--- config.mk ---
export PLATFORM = sky130hd
export DESIGN_NAME = acsc_top
export DESIGN_NICKNAME = d
export VERILOG_FILES = /design/src/rtl/acsc_pkg.sv /design/src/rtl/acsc_top.sv
export VERILOG_INCLUDE_DIRS = /design/src /design/src/rtl
export SDC_FILE = /design/constraint.sdc
export NUM_CORES = 1
export LEC_CHECK = 0
export ABC_AREA = 1
export CORE_ASPECT_RATIO = 1.2
export CORE_MARGIN = 4
export CORE_UTILIZATION = 40
export CTS_CLUSTER_DIAMETER = 30
export DETAILED_ROUTE_END_ITERATION = 16
export DONT_BUFFER_PORTS = 1
export GPL_ROUTABILITY_DRIVEN = 0
export PLACE_DENSITY = 0.57
export SYNTH_ARGS = -nofsm -noshare
export SYNTH_HDL_FRONTEND = slang
export SYNTH_SLANG_ARGS = --single-unit
--- constraint.sdc ---
create_clock -name ref_clk -period 1.3 [get_ports ref_clk]
set_clock_uncertainty 0.1 [all_clocks]
set_input_delay 0 -clock ref_clk [delete_from_list [all_inputs] [get_ports ref_clk]]
set_output_delay 0 -clock ref_clk [all_outputs]
set_load 0.005 [all_outputs]
--- src/rtl/acsc_map.svh ---
// register offsets, field positions and reset values of the
// sample-clock and sysref control block; assumes a 32-bit apb slave
`ifndef ACSC_MAP_SVH
`define ACSC_MAP_SVH

// register indices, byte address is four times the index
`define ACSC_IDX_FINE     10'h112
`define ACSC_IDX_DETCTRL  10'h11A
`define ACSC_IDX_DETSTAT  10'h11B
`define ACSC_IDX_DCS      10'h11C
`define ACSC_IDX_SYSREF   10'h120
`define ACSC_IDX_IRQSTAT  10'h130
`define ACSC_IDX_IRQMASK  10'h131

// reset values
`define ACSC_RST_FINE     8'hC0
`define ACSC_RST_DETCTRL  8'h0E
`define ACSC_RST_DCS      8'h08
`define ACSC_RST_SYSREF   8'h00
`define ACSC_RST_IRQMASK  4'h0

// field positions
`define ACSC_DET_EN       2
`define ACSC_DET_THR_LO   3
`define ACSC_DET_THR_HI   4
`define ACSC_DCS_PWR      0
`define ACSC_DCS_EN       1
`define ACSC_SR_MODE_LO   1
`define ACSC_SR_MODE_HI   2
`define ACSC_SR_EDGE      3
`define ACSC_SR_TRANS     4
`define ACSC_SR_FLAGRST   6

// limits and interrupt bits
`define ACSC_FINE_MAX     8'hC0
`define ACSC_IRQ_CLKCHG   0
`define ACSC_IRQ_SRACC    1
`define ACSC_IRQ_SETUP    2
`define ACSC_IRQ_HOLD     3

`endif

--- src/rtl/acsc_pkg.sv ---
// types of the sample-clock and sysref control block
// assumes acsc_map.svh for numbers
package acsc_pkg;

  // sysref mode field
  typedef enum logic [1:0] {
    ACSC_SR_OFF   = 2'b00,
    ACSC_SR_CONT  = 2'b01,
    ACSC_SR_NSHOT = 2'b10
  } acsc_srmode_t;

  // n-shot sequencer, gray along the path
  typedef enum logic [1:0] {
    ACSC_NS_IDLE  = 2'b00,
    ACSC_NS_COUNT = 2'b01,
    ACSC_NS_DONE  = 2'b11
  } acsc_nsstate_t;

  // sysref control register layout
  typedef struct packed {
    logic         rsvd7;
    logic         flagRst;
    logic         rsvd5;
    logic         transSel;
    logic         edgeSel;
    acsc_srmode_t mode;
    logic         rsvd0;
  } acsc_srctrl_t;

endpackage

--- src/rtl/acsc_top.sv ---
// apb register block for sample-clock delay, clock detect,
// duty cycle stabilizer and sysref capture control
// assumes one 50 MHz clock; pins pass two flops before use
//
// Overview of operation
// - fine delay counts 1.725 ps steps, 0 to 192, resets to 192
// - fine delay used only in delay modes 2, 3, 4 or 6
// - enabled detector reports clock presence; threshold 01=200, 11=150 MHz
// - stabilizer has power-up and enable; power up first, else bypassed
// - flag reset bit holds setup and hold error flags cleared
// - transition select 0 accepts rising, 1 falling sysref transitions
// - mode 00 off, 01 continuous, 10 n-shot; disable before polarity change
// - edge select 0 captures on clock rising, 1 on falling edge
// - n-shot ignores 0 to 15 first transitions, then acts once
`timescale 1ns/1ps
`default_nettype none
`include "acsc_map.svh"

module acsc_top #(
  parameter int FINE_W = 8,
  parameter int NCNT_W = 4
) (
  // clock and reset
  input  wire logic              ref_clk,
  input  wire logic              rstn,
  // apb slave
  input  wire logic              psel,
  input  wire logic              penable,
  input  wire logic              pwrite,
  input  wire logic [11:0]       paddr,
  input  wire logic [31:0]       pwdata,
  output var  logic [31:0]       prdata,
  output var  logic              pready,
  output var  logic              pslverr,
  // interrupt
  output var  logic              irq,
  // neighbouring clock registers
  input  wire logic [2:0]        delayMode,
  input  wire logic [NCNT_W-1:0] nshotIgnore,
  // analog front end, asynchronous
  input  wire logic              clkDetRaw,
  input  wire logic              sysrefIn,
  input  wire logic              setupErrIn,
  input  wire logic              holdErrIn,
  // sample clock path controls
  output var  logic [FINE_W-1:0] fineDelayOut,
  output var  logic              fineDelayOn,
  output var  logic [1:0]        detThreshold,
  output var  logic              detEnable,
  output var  logic              dcsPowerOn,
  output var  logic              dcsActive,
  output var  logic              capFallEdge,
  output var  logic              sysrefPulse
);

  // ****************************************
  // address decode
  // ****************************************
  function automatic logic idxHit(input logic [11:0] a,
                                  input logic [9:0]  idx);
    idxHit = (a[11:2] == idx);
  endfunction

  wire logic       acc     = psel & penable & pready;
  wire logic       wrAcc   = acc & pwrite;
  wire logic       rdAcc   = acc & ~pwrite;
  wire logic       hitFine = idxHit(paddr, `ACSC_IDX_FINE);
  wire logic       hitDetC = idxHit(paddr, `ACSC_IDX_DETCTRL);
  wire logic       hitDetS = idxHit(paddr, `ACSC_IDX_DETSTAT);
  wire logic       hitDcs  = idxHit(paddr, `ACSC_IDX_DCS);
  wire logic       hitSr   = idxHit(paddr, `ACSC_IDX_SYSREF);
  wire logic       hitIrqS = idxHit(paddr, `ACSC_IDX_IRQSTAT);
  wire logic       hitIrqM = idxHit(paddr, `ACSC_IDX_IRQMASK);
  wire logic       anyHit  = hitFine | hitDetC | hitDetS | hitDcs
                           | hitSr | hitIrqS | hitIrqM;

  // ****************************************
  // registers
  // ****************************************
  logic [7:0]           fine_r;
  logic [7:0]           detCtrl_r;
  logic                 detStatus_r;
  logic [7:0]           dcsCtrl_r;
  acsc_pkg::acsc_srctrl_t srCtrl_r;
  logic [3:0]           irqStat_r;
  logic [3:0]           irqMask_r;
  logic [3:0]           irqStat_nxt;

  wire logic [7:0] wByte = pwdata[7:0];

  // sysref write fields; reserved bits kept zero
  wire acsc_pkg::acsc_srctrl_t srWr = '{
    rsvd7:    1'b0,
    flagRst:  wByte[`ACSC_SR_FLAGRST],
    rsvd5:    1'b0,
    transSel: wByte[`ACSC_SR_TRANS],
    edgeSel:  wByte[`ACSC_SR_EDGE],
    mode:     acsc_pkg::acsc_srmode_t'(wByte[`ACSC_SR_MODE_HI:`ACSC_SR_MODE_LO]),
    rsvd0:    1'b0
  };

  always_ff @(posedge ref_clk or negedge rstn) begin
    if (!rstn) begin
      fine_r    <= `ACSC_RST_FINE;
      detCtrl_r <= `ACSC_RST_DETCTRL;
      dcsCtrl_r <= `ACSC_RST_DCS;
      srCtrl_r  <= `ACSC_RST_SYSREF;
      irqMask_r <= `ACSC_RST_IRQMASK;
    end else if (wrAcc) begin
      if (hitFine) fine_r    <= wByte;
      if (hitDetC) detCtrl_r <= wByte;
      if (hitDcs)  dcsCtrl_r <= {wByte[7:3], 1'b0, wByte[1:0]};
      if (hitSr)   srCtrl_r  <= srWr;
      if (hitIrqM) irqMask_r <= wByte[3:0];
    end
  end

  // ****************************************
  // apb answer, one wait state
  // ****************************************
  wire logic [7:0] rdMux =
      hitFine ? fine_r :
      hitDetC ? detCtrl_r :
      hitDetS ? {7'h00, detStatus_r} :
      hitDcs  ? dcsCtrl_r :
      hitSr   ? srCtrl_r :
      hitIrqS ? {4'h0, irqStat_r} :
      hitIrqM ? {4'h0, irqMask_r} : 8'h00;

  wire logic takeReq = psel & penable & ~pready;

  always_ff @(posedge ref_clk or negedge rstn) begin
    if (!rstn) begin
      pready  <= 1'b0;
      prdata  <= 32'h0000_0000;
      pslverr <= 1'b0;
    end else begin
      pready  <= takeReq;
      prdata  <= takeReq ? {24'h00_0000, rdMux} : prdata;
      pslverr <= takeReq & ~anyHit;
    end
  end

  // ****************************************
  // pin synchronisers
  // ****************************************
  logic clkDetMeta_r;
  logic clkDetSync_r;
  logic srMeta_r;
  logic srSync_r;
  logic srPrev_r;
  logic setupMeta_r;
  logic setupSync_r;
  logic holdMeta_r;
  logic holdSync_r;

  always_ff @(posedge ref_clk or negedge rstn) begin
    if (!rstn) begin
      clkDetMeta_r <= 1'b0;
      clkDetSync_r <= 1'b0;
      srMeta_r     <= 1'b0;
      srSync_r     <= 1'b0;
      srPrev_r     <= 1'b0;
      setupMeta_r  <= 1'b0;
      setupSync_r  <= 1'b0;
      holdMeta_r   <= 1'b0;
      holdSync_r   <= 1'b0;
    end else begin
      clkDetMeta_r <= clkDetRaw;
      clkDetSync_r <= clkDetMeta_r;
      srMeta_r     <= sysrefIn;
      srSync_r     <= srMeta_r;
      srPrev_r     <= srSync_r;
      setupMeta_r  <= setupErrIn;
      setupSync_r  <= setupMeta_r;
      holdMeta_r   <= holdErrIn;
      holdSync_r   <= holdMeta_r;
    end
  end

  // ****************************************
  // clock path controls
  // ****************************************
  wire logic fineModeOk = (delayMode == 3'h2) | (delayMode == 3'h3)
                        | (delayMode == 3'h4) | (delayMode == 3'h6);
  wire logic [7:0] fineClamp = (fine_r > `ACSC_FINE_MAX) ?
                               `ACSC_FINE_MAX : fine_r;
  wire logic detEnBit  = detCtrl_r[`ACSC_DET_EN];
  wire logic detNxt    = detEnBit & clkDetSync_r;
  wire logic dcsPwrBit = dcsCtrl_r[`ACSC_DCS_PWR];
  wire logic dcsEnBit  = dcsCtrl_r[`ACSC_DCS_EN];

  always_ff @(posedge ref_clk or negedge rstn) begin
    if (!rstn) begin
      fineDelayOut <= '0;
      fineDelayOn  <= 1'b0;
      detStatus_r  <= 1'b0;
      detThreshold <= 2'h1;
      detEnable    <= 1'b0;
      dcsPowerOn   <= 1'b0;
      dcsActive    <= 1'b0;
      capFallEdge  <= 1'b0;
    end else begin
      fineDelayOut <= fineModeOk ? fineClamp[FINE_W-1:0] : '0;
      fineDelayOn  <= fineModeOk;
      detStatus_r  <= detNxt;
      detThreshold <= detCtrl_r[`ACSC_DET_THR_HI:`ACSC_DET_THR_LO];
      detEnable    <= detEnBit;
      dcsPowerOn   <= dcsPwrBit;
      dcsActive    <= dcsPwrBit & dcsEnBit;
      capFallEdge  <= srCtrl_r.edgeSel;
    end
  end

  // ****************************************
  // sysref acceptance
  // ****************************************
  acsc_pkg::acsc_nsstate_t nsState_r;
  acsc_pkg::acsc_nsstate_t nsState_nxt;
  logic [NCNT_W-1:0]       ignoreCnt_r;
  logic [NCNT_W-1:0]       ignoreCnt_nxt;
  logic                    nsFire;

  wire logic srRise  = srSync_r & ~srPrev_r;
  wire logic srFall  = ~srSync_r & srPrev_r;
  wire logic srValid = srCtrl_r.transSel ? srFall : srRise;
  wire logic srWrite = wrAcc & hitSr;
  wire logic contOn  = (srCtrl_r.mode == acsc_pkg::ACSC_SR_CONT);
  wire logic nshotOn = (srCtrl_r.mode == acsc_pkg::ACSC_SR_NSHOT);

  always_comb begin
    nsState_nxt   = nsState_r;
    ignoreCnt_nxt = ignoreCnt_r;
    nsFire        = 1'b0;
    case (nsState_r)
      acsc_pkg::ACSC_NS_IDLE: begin
        if (nshotOn) begin
          nsState_nxt   = acsc_pkg::ACSC_NS_COUNT;
          ignoreCnt_nxt = nshotIgnore;
        end
      end
      acsc_pkg::ACSC_NS_COUNT: begin
        if (!nshotOn) begin
          nsState_nxt = acsc_pkg::ACSC_NS_IDLE;
        end else if (srValid && ignoreCnt_r == '0) begin
          nsFire      = 1'b1;
          nsState_nxt = acsc_pkg::ACSC_NS_DONE;
        end else if (srValid) begin
          ignoreCnt_nxt = ignoreCnt_r - 1'b1;
        end
      end
      acsc_pkg::ACSC_NS_DONE: begin
        if (!nshotOn) begin
          nsState_nxt = acsc_pkg::ACSC_NS_IDLE;
        end
      end
      default: begin
        nsState_nxt = acsc_pkg::ACSC_NS_IDLE;
      end
    endcase
    if (srWrite) begin
      nsState_nxt = acsc_pkg::ACSC_NS_IDLE;
    end
  end

  wire logic srAccept = (contOn & srValid) | nsFire;

  always_ff @(posedge ref_clk or negedge rstn) begin
    if (!rstn) begin
      nsState_r   <= acsc_pkg::ACSC_NS_IDLE;
      ignoreCnt_r <= '0;
      sysrefPulse <= 1'b0;
    end else begin
      nsState_r   <= nsState_nxt;
      ignoreCnt_r <= ignoreCnt_nxt;
      sysrefPulse <= srAccept;
    end
  end

  // ****************************************
  // interrupt status, read clears, set wins
  // ****************************************
  wire logic [3:0] irqSet = {holdSync_r, setupSync_r, srAccept,
                             detNxt ^ detStatus_r};
  // clear only the bits returned, so a late set is not lost
  wire logic [3:0] irqClr = (rdAcc & hitIrqS) ? prdata[3:0] : 4'h0;
  // mask as it stands after this edge, so irq tracks a mask write
  wire logic [3:0] irqMask_nxt = (wrAcc & hitIrqM) ? wByte[3:0] : irqMask_r;
  wire logic [3:0] flagHold = srCtrl_r.flagRst ? 4'hC : 4'h0;

  assign irqStat_nxt = ((irqStat_r & ~irqClr) | irqSet) & ~flagHold;

  always_ff @(posedge ref_clk or negedge rstn) begin
    if (!rstn) begin
      irqStat_r <= 4'h0;
      irq       <= 1'b0;
    end else begin
      irqStat_r <= irqStat_nxt;
      irq       <= |(irqStat_nxt & irqMask_nxt);
    end
  end
endmodule
`default_nettype wire

Word level (Yosys, flattened, before mapping)
Cells that the tools add are included.

cells by class
  add/subtract/negate cells = 1
  multiply operators = 0
  divide/modulo/power cells = 0
  order comparisons = 1
  equal/unequal tests = 22
  shift operators = 0
  multiplexer cells = 27
  bitwise logic cells = 36
  reduce and logical (&&, ||, !) cells = 12

operators with widths
  kind                 number
  $eq 10x9->1 const B  7
  $mux 8               6
  $mux 4               9
  $and 1x1->1          14
  $and 4x4->4          3
  $mux 2               5
  $or 1x1->1           10
  $reduce_and 2->1     5
  $gt 8x8->1 const B   1
  $ne 2x2->1 const B   4
  $not 4->4            2
  $pmux 4 s2           1
  $mux 7               1
  $eq 3x2->1 const B   2
  $eq 3x3->1 const B   2
  $ne 3x3->1 const B   2
  $pmux 2 s3           1
  $not 1->1            5
  $reduce_and 5->1     1
  $eq 2x1->1 const B   2
  $eq 2x2->1 const B   2
  $logic_not 4->1      1
  $mux 1               4
  $ne 4x4->1 const B   1
  8 further kinds      8

storage, ports and cells
  register bits = 79
  bits in latches = 0
  RAM bits = 0
  ROM bits = 0
  bits of input ports = 60
  output and inout port bits = 51
  word-level logic and storage cells = 132
  memories kept = 0

Longest topological paths before layout
Gate-level depths: netlist of run 1.

  depth in word-level cells = 12
  mapped depth = 12
  mapped depth without buffers = 12

Worst setup path before layout of run 1
No wires, ideal clock.

  path kind = flip-flop to flip-flop
  start point = register pready
  end point = register irq
  setup time = 0.116 ns
  arrival time = 1.211 ns
  required time = 1.084 ns
  slack = -0.127 ns
  cell stages (with the launch flop) = 10
  buffers on the path = 0
  period minus slack after synthesis = 1.427 ns
  path through = dfrtp_1 nand3_1 nor2_4 nand3_2 nand2_1 nand2_1 nand3_1 nand2_1 inv_1 nand2_1

between the ends
  word-level cells in the longest chain between the ends = 10
  elaborated cells between the ends (all ways) = 13
  those cells by class = 2 x mux; 10 x bitwise; 1 x reduce/logical

RTL lines
  element                   line             source
  start: declaration        acsc_top.sv:33   output var logic pready,
  start signal: assignment  acsc_top.sv:138  pready <= takeReq;
  $and 1x1->1 (*)           acsc_top.sv:64   wire logic acc = psel & penable & pready;
  $and 1x1->1               acsc_top.sv:66   wire logic rdAcc = acc & ~pwrite;
  $and 1x1->1               acsc_top.sv:286  wire logic [3:0] irqClr = (rdAcc & hitIrqS) ? prdata[3:0] : 4'h0;
  $mux 4                    acsc_top.sv:286
  $not 4->4                 acsc_top.sv:291  assign irqStat_nxt = ((irqStat_r & ~irqClr) | irqSet) & ~flagHold;
  $and 4x4->4               acsc_top.sv:291
  $or 4x4->4                acsc_top.sv:291
  $and 4x4->4               acsc_top.sv:291
  $and 4x4->4 (*)           acsc_top.sv:299  irq <= |(irqStat_nxt & irqMask_nxt);
  $reduce_or 4->1 (*)       acsc_top.sv:299
  end signal: assignment    acsc_top.sv:299
  end: declaration          acsc_top.sv:36   output var logic irq,

Every way passes the cells marked *; elsewhere a longest branch is shown, timed or not.
A chain may end at the register's enable or synchronous reset.

Final worst setup path of run 1
  start point = register pready
  end point = register srCtrl_r[3] in the netlist's numbering

between the ends
  word-level cells in the longest chain between the ends = 3

RTL lines
  element                            line             source
  $and 1x1->1                        acsc_top.sv:64
  $and 1x1->1                        acsc_top.sv:65   wire logic wrAcc = acc & pwrite;
  $reduce_and 2->1 (no source line)  -
  end signal: assignment             acsc_top.sv:107  srCtrl_r <= `ACSC_RST_SYSREF;
  end signal: assignment             acsc_top.sv:113  if (hitSr) srCtrl_r <= srWr;
  end: declaration                   acsc_top.sv:84   acsc_pkg::acsc_srctrl_t srCtrl_r;

No other way between the ends.

==> results of run 1 <==
[sequential cells by signal (all words and copies together) (netlist names), 2 cells and up]
signal / cells
detCtrl_r: 8
fineDelayOut: 8
fine_r: 8
prdata: 8
dcsCtrl_r: 7
srCtrl_r: 5
ignoreCnt_r: 4
irqMask_r: 4
irqStat_r: 4
detThreshold: 2
nsState_r: 2
[routing by layer]
metal | track usage | part of all wire | up-vias
li1 | - | - | 1541
met1 | 0.2179 | 0.40 | 1519
met2 | 0.3016 | 0.52 | 91
met3 | 0.05643 | 0.057 | 17
met4 | 0.05910 | 0.023 | 0
met5 | 0 | 0 | -
[power breakdown]
part | internal, µW | leakage, µW | total (µW) | switching [µW]
sequential | 2490 | 0.00101 | 2510 | 19.9
combinational | 134 | 0.00128 | 314 | 180
clock | 1000 | 0.000107 | 1900 | 896
total | 3630 | 0.00240 | 4720 | 1100
[final cells by class]
cell class,count,area [µm²],area share
flip-flops and latches,79,1986,0.3952
well taps,120,150.1,0.02988
clock inverters,4,52.55,0.01046
clock buffers,12,155.1,0.03088
multi-input cells,308,1849,0.3680
inverters,63,239.0,0.04756
repair buffers,65,593.1,0.1180
[path summary, 6_finish.rpt]
path	from	end	slack (ps)	cells past startpoint
max	pready	srCtrl_r[3]	-190	7
min	rstn	irqMask_r[0]	-760	0
max reg2reg	pready	srCtrl_r[3]	-190	7
min reg2reg	clkDetMeta_r	clkDetSync_r	250	0
max in group asynchronous	rstn	detCtrl_r[2]	1600	0
min in group ref_clk	paddr[11]	srCtrl_r[6]	-200	3
[cell usage after synthesis]
library cell,n,area (µm²)
nand2_1,119,446.7
dfrtp_1,72,1802
inv_1,55,206.5
nand3_1,29,145.1
nor2_1,26,97.59
buf_4,24,180.2
o21ai_0,23,115.1
o21ai_1,18,90.09
nand4_1,9,56.30
inv_2,8,30.03
o21ai_2,8,70.07
dfstp_2,7,183.9
nor2_2,7,43.79
nor3_1,7,35.03
nand2_2,6,37.54
a21oi_1,4,20.02
nor2_4,4,45.04
buf_6,2,22.52
ha_1,2,25.02
nand3_2,2,20.02
nor3_2,2,20.02
o21bai_1,2,15.01
xor2_1,2,17.52
a21o_1,1,7.510
a32oi_1,1,8.760
a41oi_1,1,8.760
buf_2,1,5.000
clkbuf_1,1,3.750
conb_1,1,3.750
nand2_4,1,11.26
nor2_8,1,20.02
nor4_1,1,6.260
o21a_1,1,7.510
o31ai_1,1,7.510
or2_2,1,6.260
xnor2_1,1,8.760
[worst reg2reg max path, cell delays in order, from the launching register on]
cell and delay, ps:
dfrtp_1 400, nand3_4 110, nor2_4 220, buf_12 140, buf_4 130, nand3_4 100
nand2_1 90, o21ai_0 70
[cell families after synthesis]
kind of cell    share of synthesized area
compound gates                    0.09148
buf+inv                            0.1170
other cells                     0.0009791
flops                              0.5185
xor+xnor                         0.006862
fa+ha+maj                        0.006533
simple gates                       0.2587
[metrics by stage]
stage	hold WS [ps]	TNS [ps]	std cells	worst slack, ps	power [µW]
after floorplan	-395.6	-110.7	474	-87.18	2739
after global placement	-392.3	-2768	595	-209.0	2753
after detailed placement	-391.4	-3952	595	-270.9	2756
after CTS	-783.1	-2507	643	-146.4	4735
after global routing	-796.4	-8689	651	-265.4	4929
final	-762.5	-5347	651	-194.4	4721
[what timing repair did]
item	4_1_cts	5_1_grt
endpoints found under the hold margin	144	116
gates cloned	3	1
setup buffers	1	8
endpoints found under the setup margin	45	56
resized for setup	48	51
pin swaps	6	16
==> metrics.csv, run 1 <==
metric,value,unit
status,"finished, violations left",
failing checks,"negative hold slack, negative setup slack",
Routed Antenna Nets,0,
Layout area overhead,31.20,%
GRT Residual Overflow,0,
final-stage net count,588,
clock sink count,79,
minimum clock period,1494,ps
final hold violation count,115,
Critical Path RT,1420,ps
Longest Clk Path Bufs,2,
crit path max fanout,5,
Worst path slowest cell,dfrtp_1,
Initial Utilization,0.4174,
post-route cell area,5025,µm²
Crit Path Class,reg2reg,
leakage,0.002397,µW
Die X,97.33,µm
"commonest non-fill, non-tap cells in the layout","nand2_1, dfrtp_1, inv_1, buf_4, nand2_2",
GR Util All Layers,0.1781,
via-per-instance ratio,4.866,
final design utilization,0.5476,
final worst slack,-194.4,ps
first-pass GRT wire length,15500,µm
CTS tree,yes,
Worst Hold Class,in2async,
drt first pass iters,4,
Synth Instances,451,
share of layout cells above drive strength 1,0.3164,
worst vdd ir,397.7,µV
synth unique cells,36,
Die ar.,11210,µm²
Die H,115.2,µm
RSZ-0062 raised after global routing,yes,
Slew @ Worst Pin,626.9,ps
Placement Cell Area,4090,µm²
Synth Register Bits,79,
WL per Instance,15.25,µm
Critical Path AT,1620,ps
critical path cell sequence,nand3_4 -> nor2_4 -> buf_12 -> buf_4 -> nand3_4 -> nand2_1 -> o21ai_0,
Synth warnings,0,
DRT iter0 DRCs,134,
largest net degree at the start of global routing,80,
DRC viols,0,
crit-path leading delay family,simple AND/OR/NAND/NOR gates,
endpoints failing setup,41,
vias in the first global route,3060,
"Seq/Total Area, Yosys",0.5185,
dpl hpwl,6765,µm
Final Max Tran Viols,0,
# fillers,851,
worst path bufs/invs,2,
WL final,9929,µm
antenna cells,0,
Critical Path Max Stage Delay,400,ps
Core Area,9176,µm²
cell area after synthesis,3830,µm²
number of cell rows,38,
Final Cycle Share,1.150,
Root Driver,clkbuf_8,
initial antenna violation count,0,
"most common cell after layout, fill and taps aside",nand2_1,
clock-pin slew on the worst setup and hold paths,90,ps
Pwr Density,939.5,nW/µm²
Clock Latency Late Sink,350,ps
H-tree Lvls,3,
CTS buffer count,9,
Mean Syn Cell Area,8.492,µm²
max-cap viol count,0,
DR vias,3168,
fmax,669.2,MHz
CP Launch Type,flop,
Boundary Pins,111,
crit end category,flop,
Slew headroom,0.5798,
Hold Slack,-762.5,ps
hold_buf cts,28,
PortBufs,0,
most frequent CP cell,nand3_4,
Power figures use the tool's default switching activity.
==> inputs of run 2 (changes only) <==
--- a/config.mk
+++ b/config.mk
@@ -14,7 +14,7 @@
 export DETAILED_ROUTE_END_ITERATION = 16
 export DONT_BUFFER_PORTS = 1
 export GPL_ROUTABILITY_DRIVEN = 0
-export PLACE_DENSITY = 0.57
+export PLACE_DENSITY_LB_ADDON = 0.3
 export SYNTH_ARGS = -nofsm -noshare
 export SYNTH_HDL_FRONTEND = slang
 export SYNTH_SLANG_ARGS = --single-unit
==> run 2 against run 1 <==
The flow still finishes with violations (negative hold slack, negative setup slack). Clock-buffer cell count fell by 2. First-iteration DRC count rose by 74%. Global-route usage barely moved. Sequential share of layout area fell by 0.53 points. Non-clock buffer count rose by 13. Via count rose by 2.3%. Fmax fell by 5.9%. Die area did not move. Combinational power rose by 13%. Critical path type unchanged. Largest cell class unchanged. Largest power group unchanged. Highest routed layer unchanged.
==> metrics.csv, run 2 (synthesized netlist as in run 1, its figures left out) <==
metric,value,unit
GRT Residual Overflow,0,
vias in the first global route,3115,
endpoints failing setup,48,
crit path max fanout,6,
DRC viols,0,
CP Launch Type,flop,
WL per Instance,15.58,µm
Final Cycle Share,1.222,
leakage,0.002484,µW
DR vias,3242,
largest net degree at the start of global routing,80,
Crit Path Class,reg2reg,
WL final,10300,µm
Root Driver,clkbuf_8,
antenna cells,0,
Post-Place Setup Slack,-242.7,ps
share of layout cells above drive strength 1,0.3272,
fmax,629.6,MHz
Layout area overhead,33.00,%
DRT iter0 DRCs,233,
Pwr Density,936.0,nW/µm²
CTS buffer count,9,
max-cap viol count,0,
Slew headroom,0.5617,
final-stage net count,598,
final worst slack,-288.4,ps
Critical Path RT,1450,ps
Setup crit end,prdata[3],
GR Util All Layers,0.1780,
Die X,97.33,µm
Worst path slowest cell,dfrtp_1,
Die ar.,11210,µm²
clock-pin slew on the worst setup and hold paths,90,ps
Routed Antenna Nets,0,
Placement Cell Area,4113,µm²
crit end category,flop,
fin cells,661,
r2r setup slk,-290,ps
via-per-instance ratio,4.905,
Core Area,9176,µm²
Initial Utilization,0.4174,
dpl hpwl,6882,µm
Worst Hold Class,in2async,
Clock Latency Late Sink,370,ps
worst vdd ir,394.6,µV
"commonest non-fill, non-tap cells in the layout","nand2_1, dfrtp_1, inv_1, buf_4, dlygate4sd3_1",
RR Endpoint,prdata[3],
critical path cell sequence,buf_4 -> buf_4 -> nor2_4 -> buf_6 -> buf_6 -> clkinvlp_4 -> nand2_1 -> nand2_1,
Cells after DPL,598,
Die H,115.2,µm
minimum clock period,1588,ps
Critical Path Max Stage Delay,420,ps
final hold violation count,106,
# fillers,799,
first-pass GRT wire length,15530,µm
status,"finished, violations left",
Slew @ Worst Pin,653.0,ps
Final Max Tran Viols,0,
post-route cell area,5094,µm²
clock sink count,79,
Critical Path AT,1740,ps
RSZ-0062 raised after global routing,yes,
Worst Setup SP,pready,
Hold Slack,-783.0,ps
drt first pass iters,4,
Longest Clk Path Bufs,2,
PortBufs,0,
CTS tree,yes,
initial antenna violation count,0,
H-tree Lvls,3,
worst r2r src,pready,
Boundary Pins,111,
number of cell rows,38,
failing checks,"negative hold slack, negative setup slack",
"most common cell after layout, fill and taps aside",nand2_1,
worst reg2reg path depth,8,
[run 2: cell count changes in the layout (fill, tap and decap cells not counted), sizes merged]
cell and delta:
nand3 -1, nand2 -2, clkbuf -2, clkinvlp +3
dlygate4sd3 -2, inv -1, buf +15
[run 2: report_power, final]
group          switching [µW]  internal (µW)  leakage (µW)
registers                20.9           2490       0.00101
logic                     192            164       0.00138
clock network             955            945     0.0000989
[run 2: cell type report]
| type | count | area (µm²) | area share |
|---|---|---|---|
| Clock buffer | 10 | 137.6 | 0.02702 |
| Clock inverter | 6 | 67.56 | 0.01326 |
| Inverter | 63 | 242.7 | 0.04765 |
| Multi-Input combinational cell | 305 | 1777 | 0.3488 |
| Sequential cell | 79 | 1986 | 0.3898 |
| Tap cell | 120 | 150.1 | 0.02948 |
| Timing Repair Buffer | 78 | 733.2 | 0.1439 |
[run 2: worst min-delay path by stage]
stage                     cells past startpoint  start      endpoint  slack [ps]
final                                         0   rstn  nsState_r[0]        -780
after global routing                          0   rstn  nsState_r[1]        -800
after CTS                                     0   rstn  nsState_r[0]        -790
after detailed placement                      0   rstn  irqMask_r[0]        -390
after global placement                        0   rstn  irqMask_r[0]        -390
after floorplan                               0   rstn   capFallEdge        -400
[run 2: per-layer routing]
layer	vias to the layer above	global-route usage	wire length [µm]
li1	1553	-	-
met4	0	0.09141	370
met5	-	0	0
met1	1569	0.2007	3879
met2	95	0.3149	5426
met3	25	0.04430	621
[run 2: metrics by stage]
stage / hold WS, ps / power [µW] / utilization / TNS, ps
3_5_place_dp: -391.0 / 2761 / 0.4482 / -3842
5_1_grt: -797.5 / 4948 / 0.5551 / -11080
4_1_cts: -794.6 / 4762 / 0.5190 / -4005
2_1_floorplan: -395.6 / 2739 / - / -110.7
6_report: -783.0 / 4768 / 0.5551 / -8441
3_3_place_gp: -391.3 / 2758 / 0.4482 / -2640
[run 2: what timing repair did]
action / in CTS / in global routing
buffers inserted: 10 / 12
setup endpoints to repair: 49 / 58
cloned: 1 / 1
hold buffers: 26 / 1
gates resized for setup: 32 / 62
pin swaps: 7 / 28
hold endpoints to repair: 144 / 103
[run 2: worst max-delay path, delay by kind of cell (launching register included)]
family / cells / cell delay, ps
buffers and inverters: 5 / 670
and+or+nand+nor: 3 / 260
DFF: 1 / 420
==> inputs of run 3 (changes only) <==
==> constraint.sdc (replaced) <==
create_clock -name ref_clk -period 1.6 [get_ports ref_clk]
set_clock_uncertainty 0.1 [all_clocks]
set_input_delay 0 -clock ref_clk [delete_from_list [all_inputs] [get_ports ref_clk]]
set_output_delay 0 -clock ref_clk [all_outputs]
set_load 0.05 [all_outputs]
==> run 3 against run 2 <==
The flow finishes with violations (negative hold slack). Core utilization fell by 5.8 points. Critical path depth is 1 higher. Setup slack improved by 360 ps. Via count fell by 6.3%. First-iteration DRC count down 36%. Flip-flop and latch count unchanged. Critical endpoint is now fine_r[4].
==> metrics.csv, run 3 (synthesized netlist as in run 1, its figures left out) <==
metric,value,unit
Hold Slack,-766.3,ps
Critical Path AT,1670,ps
worst path bufs/invs,2,
drt first pass iters,5,
final-stage net count,572,
DRC viols,0,
endpoints failing setup,0,
Pwr Density,854.0,nW/µm²
fin cells,635,
minimum clock period,1529,ps
largest net degree at the start of global routing,80,
final design utilization,0.4969,
RSZ-0062 raised after global routing,yes,
Core Area,9176,µm²
# fillers,860,
max-cap viol count,0,
Die ar.,11210,µm²
Die H,115.2,µm
Worst path slowest cell,dlygate4sd3_1,
GRT Residual Overflow,0,
share of layout cells above drive strength 1,0.1670,
DRT iter0 DRCs,148,
"most common cell after layout, fill and taps aside",nand2_1,
first-pass GRT wire length,14930,µm
crit path max fanout,16,
fmax,654.1,MHz
DR vias,3037,
Critical Path RT,1740,ps
Final Cycle Share,0.9556,
GR Util All Layers,0.1703,
antenna cells,0,
final hold violation count,81,
Critical Path Max Stage Delay,590,ps
H-tree Lvls,3,
PortBufs,0,
Initial Utilization,0.4174,
footprint of the multi-input gates,1511,µm²
Sequential Area,1987,µm²
Cells after DPL,581,
via-per-instance ratio,4.783,
Boundary Pins,111,
WL per Instance,14.53,µm
Routed Antenna Nets,0,
Root Driver,clkbuf_8,
CP Launch Type,input pin,
most frequent CP cell,nand2_2,
failing checks,negative hold slack,
Final Max Tran Viols,0,
Design Power,3894,µW
CTS tree,yes,
worst vdd ir,318.0,µV
CTS buffer count,9,
Die X,97.33,µm
clock-pin slew on the worst setup and hold paths,80,ps
status,"finished, violations left",
crit end category,flop,
setup TNS,0,ps
crit-path leading delay family,simple AND/OR/NAND/NOR gates,
Longest Clk Path Bufs,2,
leakage,0.002305,µW
Crit Path Class,in2reg,
critical path cell sequence,dlygate4sd3_1 -> nor2_4 -> nand2_2 -> nor3_2 -> nand2_2 -> inv_2 -> nand2_4 -> nand2_1 -> o21ai_2,
clock sink count,79,
Layout area overhead,19.05,%
WL final,9229,µm
dpl hpwl,6683,µm
Clock Latency Late Sink,350,ps
initial antenna violation count,0,
number of cell rows,38,
"commonest non-fill, non-tap cells in the layout","nand2_1, dfrtp_1, inv_1, dlygate4sd3_1, nand3_1",
Worst Hold Class,in2async,
vias in the first global route,2952,
==> run 3: metal layers <==
layer	GRT usage	up-vias	share of wire
met5	0	-	0
met4	0.06464	0	0.016
met3	0.03883	9	0.043
met2	0.2951	78	0.53
met1	0.2090	1448	0.41
li1	-	1502	-
==> run 3: area by class of cell <==
| class | instances | area share |
|---|---|---|
| clock buffers | 11 | 0.02881 |
| flip-flops and latches | 79 | 0.4358 |
| inverters | 63 | 0.05187 |
| clock inverters | 5 | 0.01262 |
| repair buffers | 53 | 0.1065 |
| well taps | 120 | 0.03293 |
| multi-input cells | 304 | 0.3315 |
==> run 3: power breakdown <==
group / leakage [µW] / internal [µW] / switching, µW / total [µW]
clock: 0.0000977 / 725 / 730 / 1460
sequential: 0.00101 / 2020 / 27.4 / 2050
combinational: 0.00120 / 108 / 279 / 387
==> run 3: worst register-to-register path: cells and delay by family, from the launching register on <==
kind / cells / cell delay, ps
DFF: 1 / 370
adders and majority gates: 1 / 200
AOI/OAI and AO/OA: 1 / 150
buffers and inverters: 2 / 110
and+or+nand+nor: 6 / 430
==> run 3: path summary, 6_finish.rpt <==
kind	slack (ps)	endpoint	depth (start not counted)	start
worst max-delay path	70	fine_r[4]	9	paddr[9]
worst min-delay path	-770	irqStat_r[0]	0	rstn
worst max register to register	140	irq	10	ignoreCnt_r[0]
worst min register to register	250	clkDetSync_r	0	clkDetMeta_r
max in group asynchronous	1960	detCtrl_r[3]	0	rstn
min in group ref_clk	-10	detCtrl_r[1]	5	paddr[11]
==> run 3: what timing repair did <==
action / in CTS / in global routing
setup endpoints to repair: 1 / 12
hold buffers: 34 / 1
endpoints found under the hold margin: 144 / 85
setup buffers: 0 / 3
resized for setup: 1 / 8
==> run 3: through the flow <==
stage	setup slack [ps]	cell area (µm²)	hold slack [ps]
2_1_floorplan	6.229	3923	-395.6
3_3_place_gp	56.99	3974	-391.9
3_5_place_dp	0.6818	3974	-391.2
4_1_cts	83.00	4503	-779.0
5_1_grt	-57.76	4559	-788.3
6_report	71.12	4559	-766.3
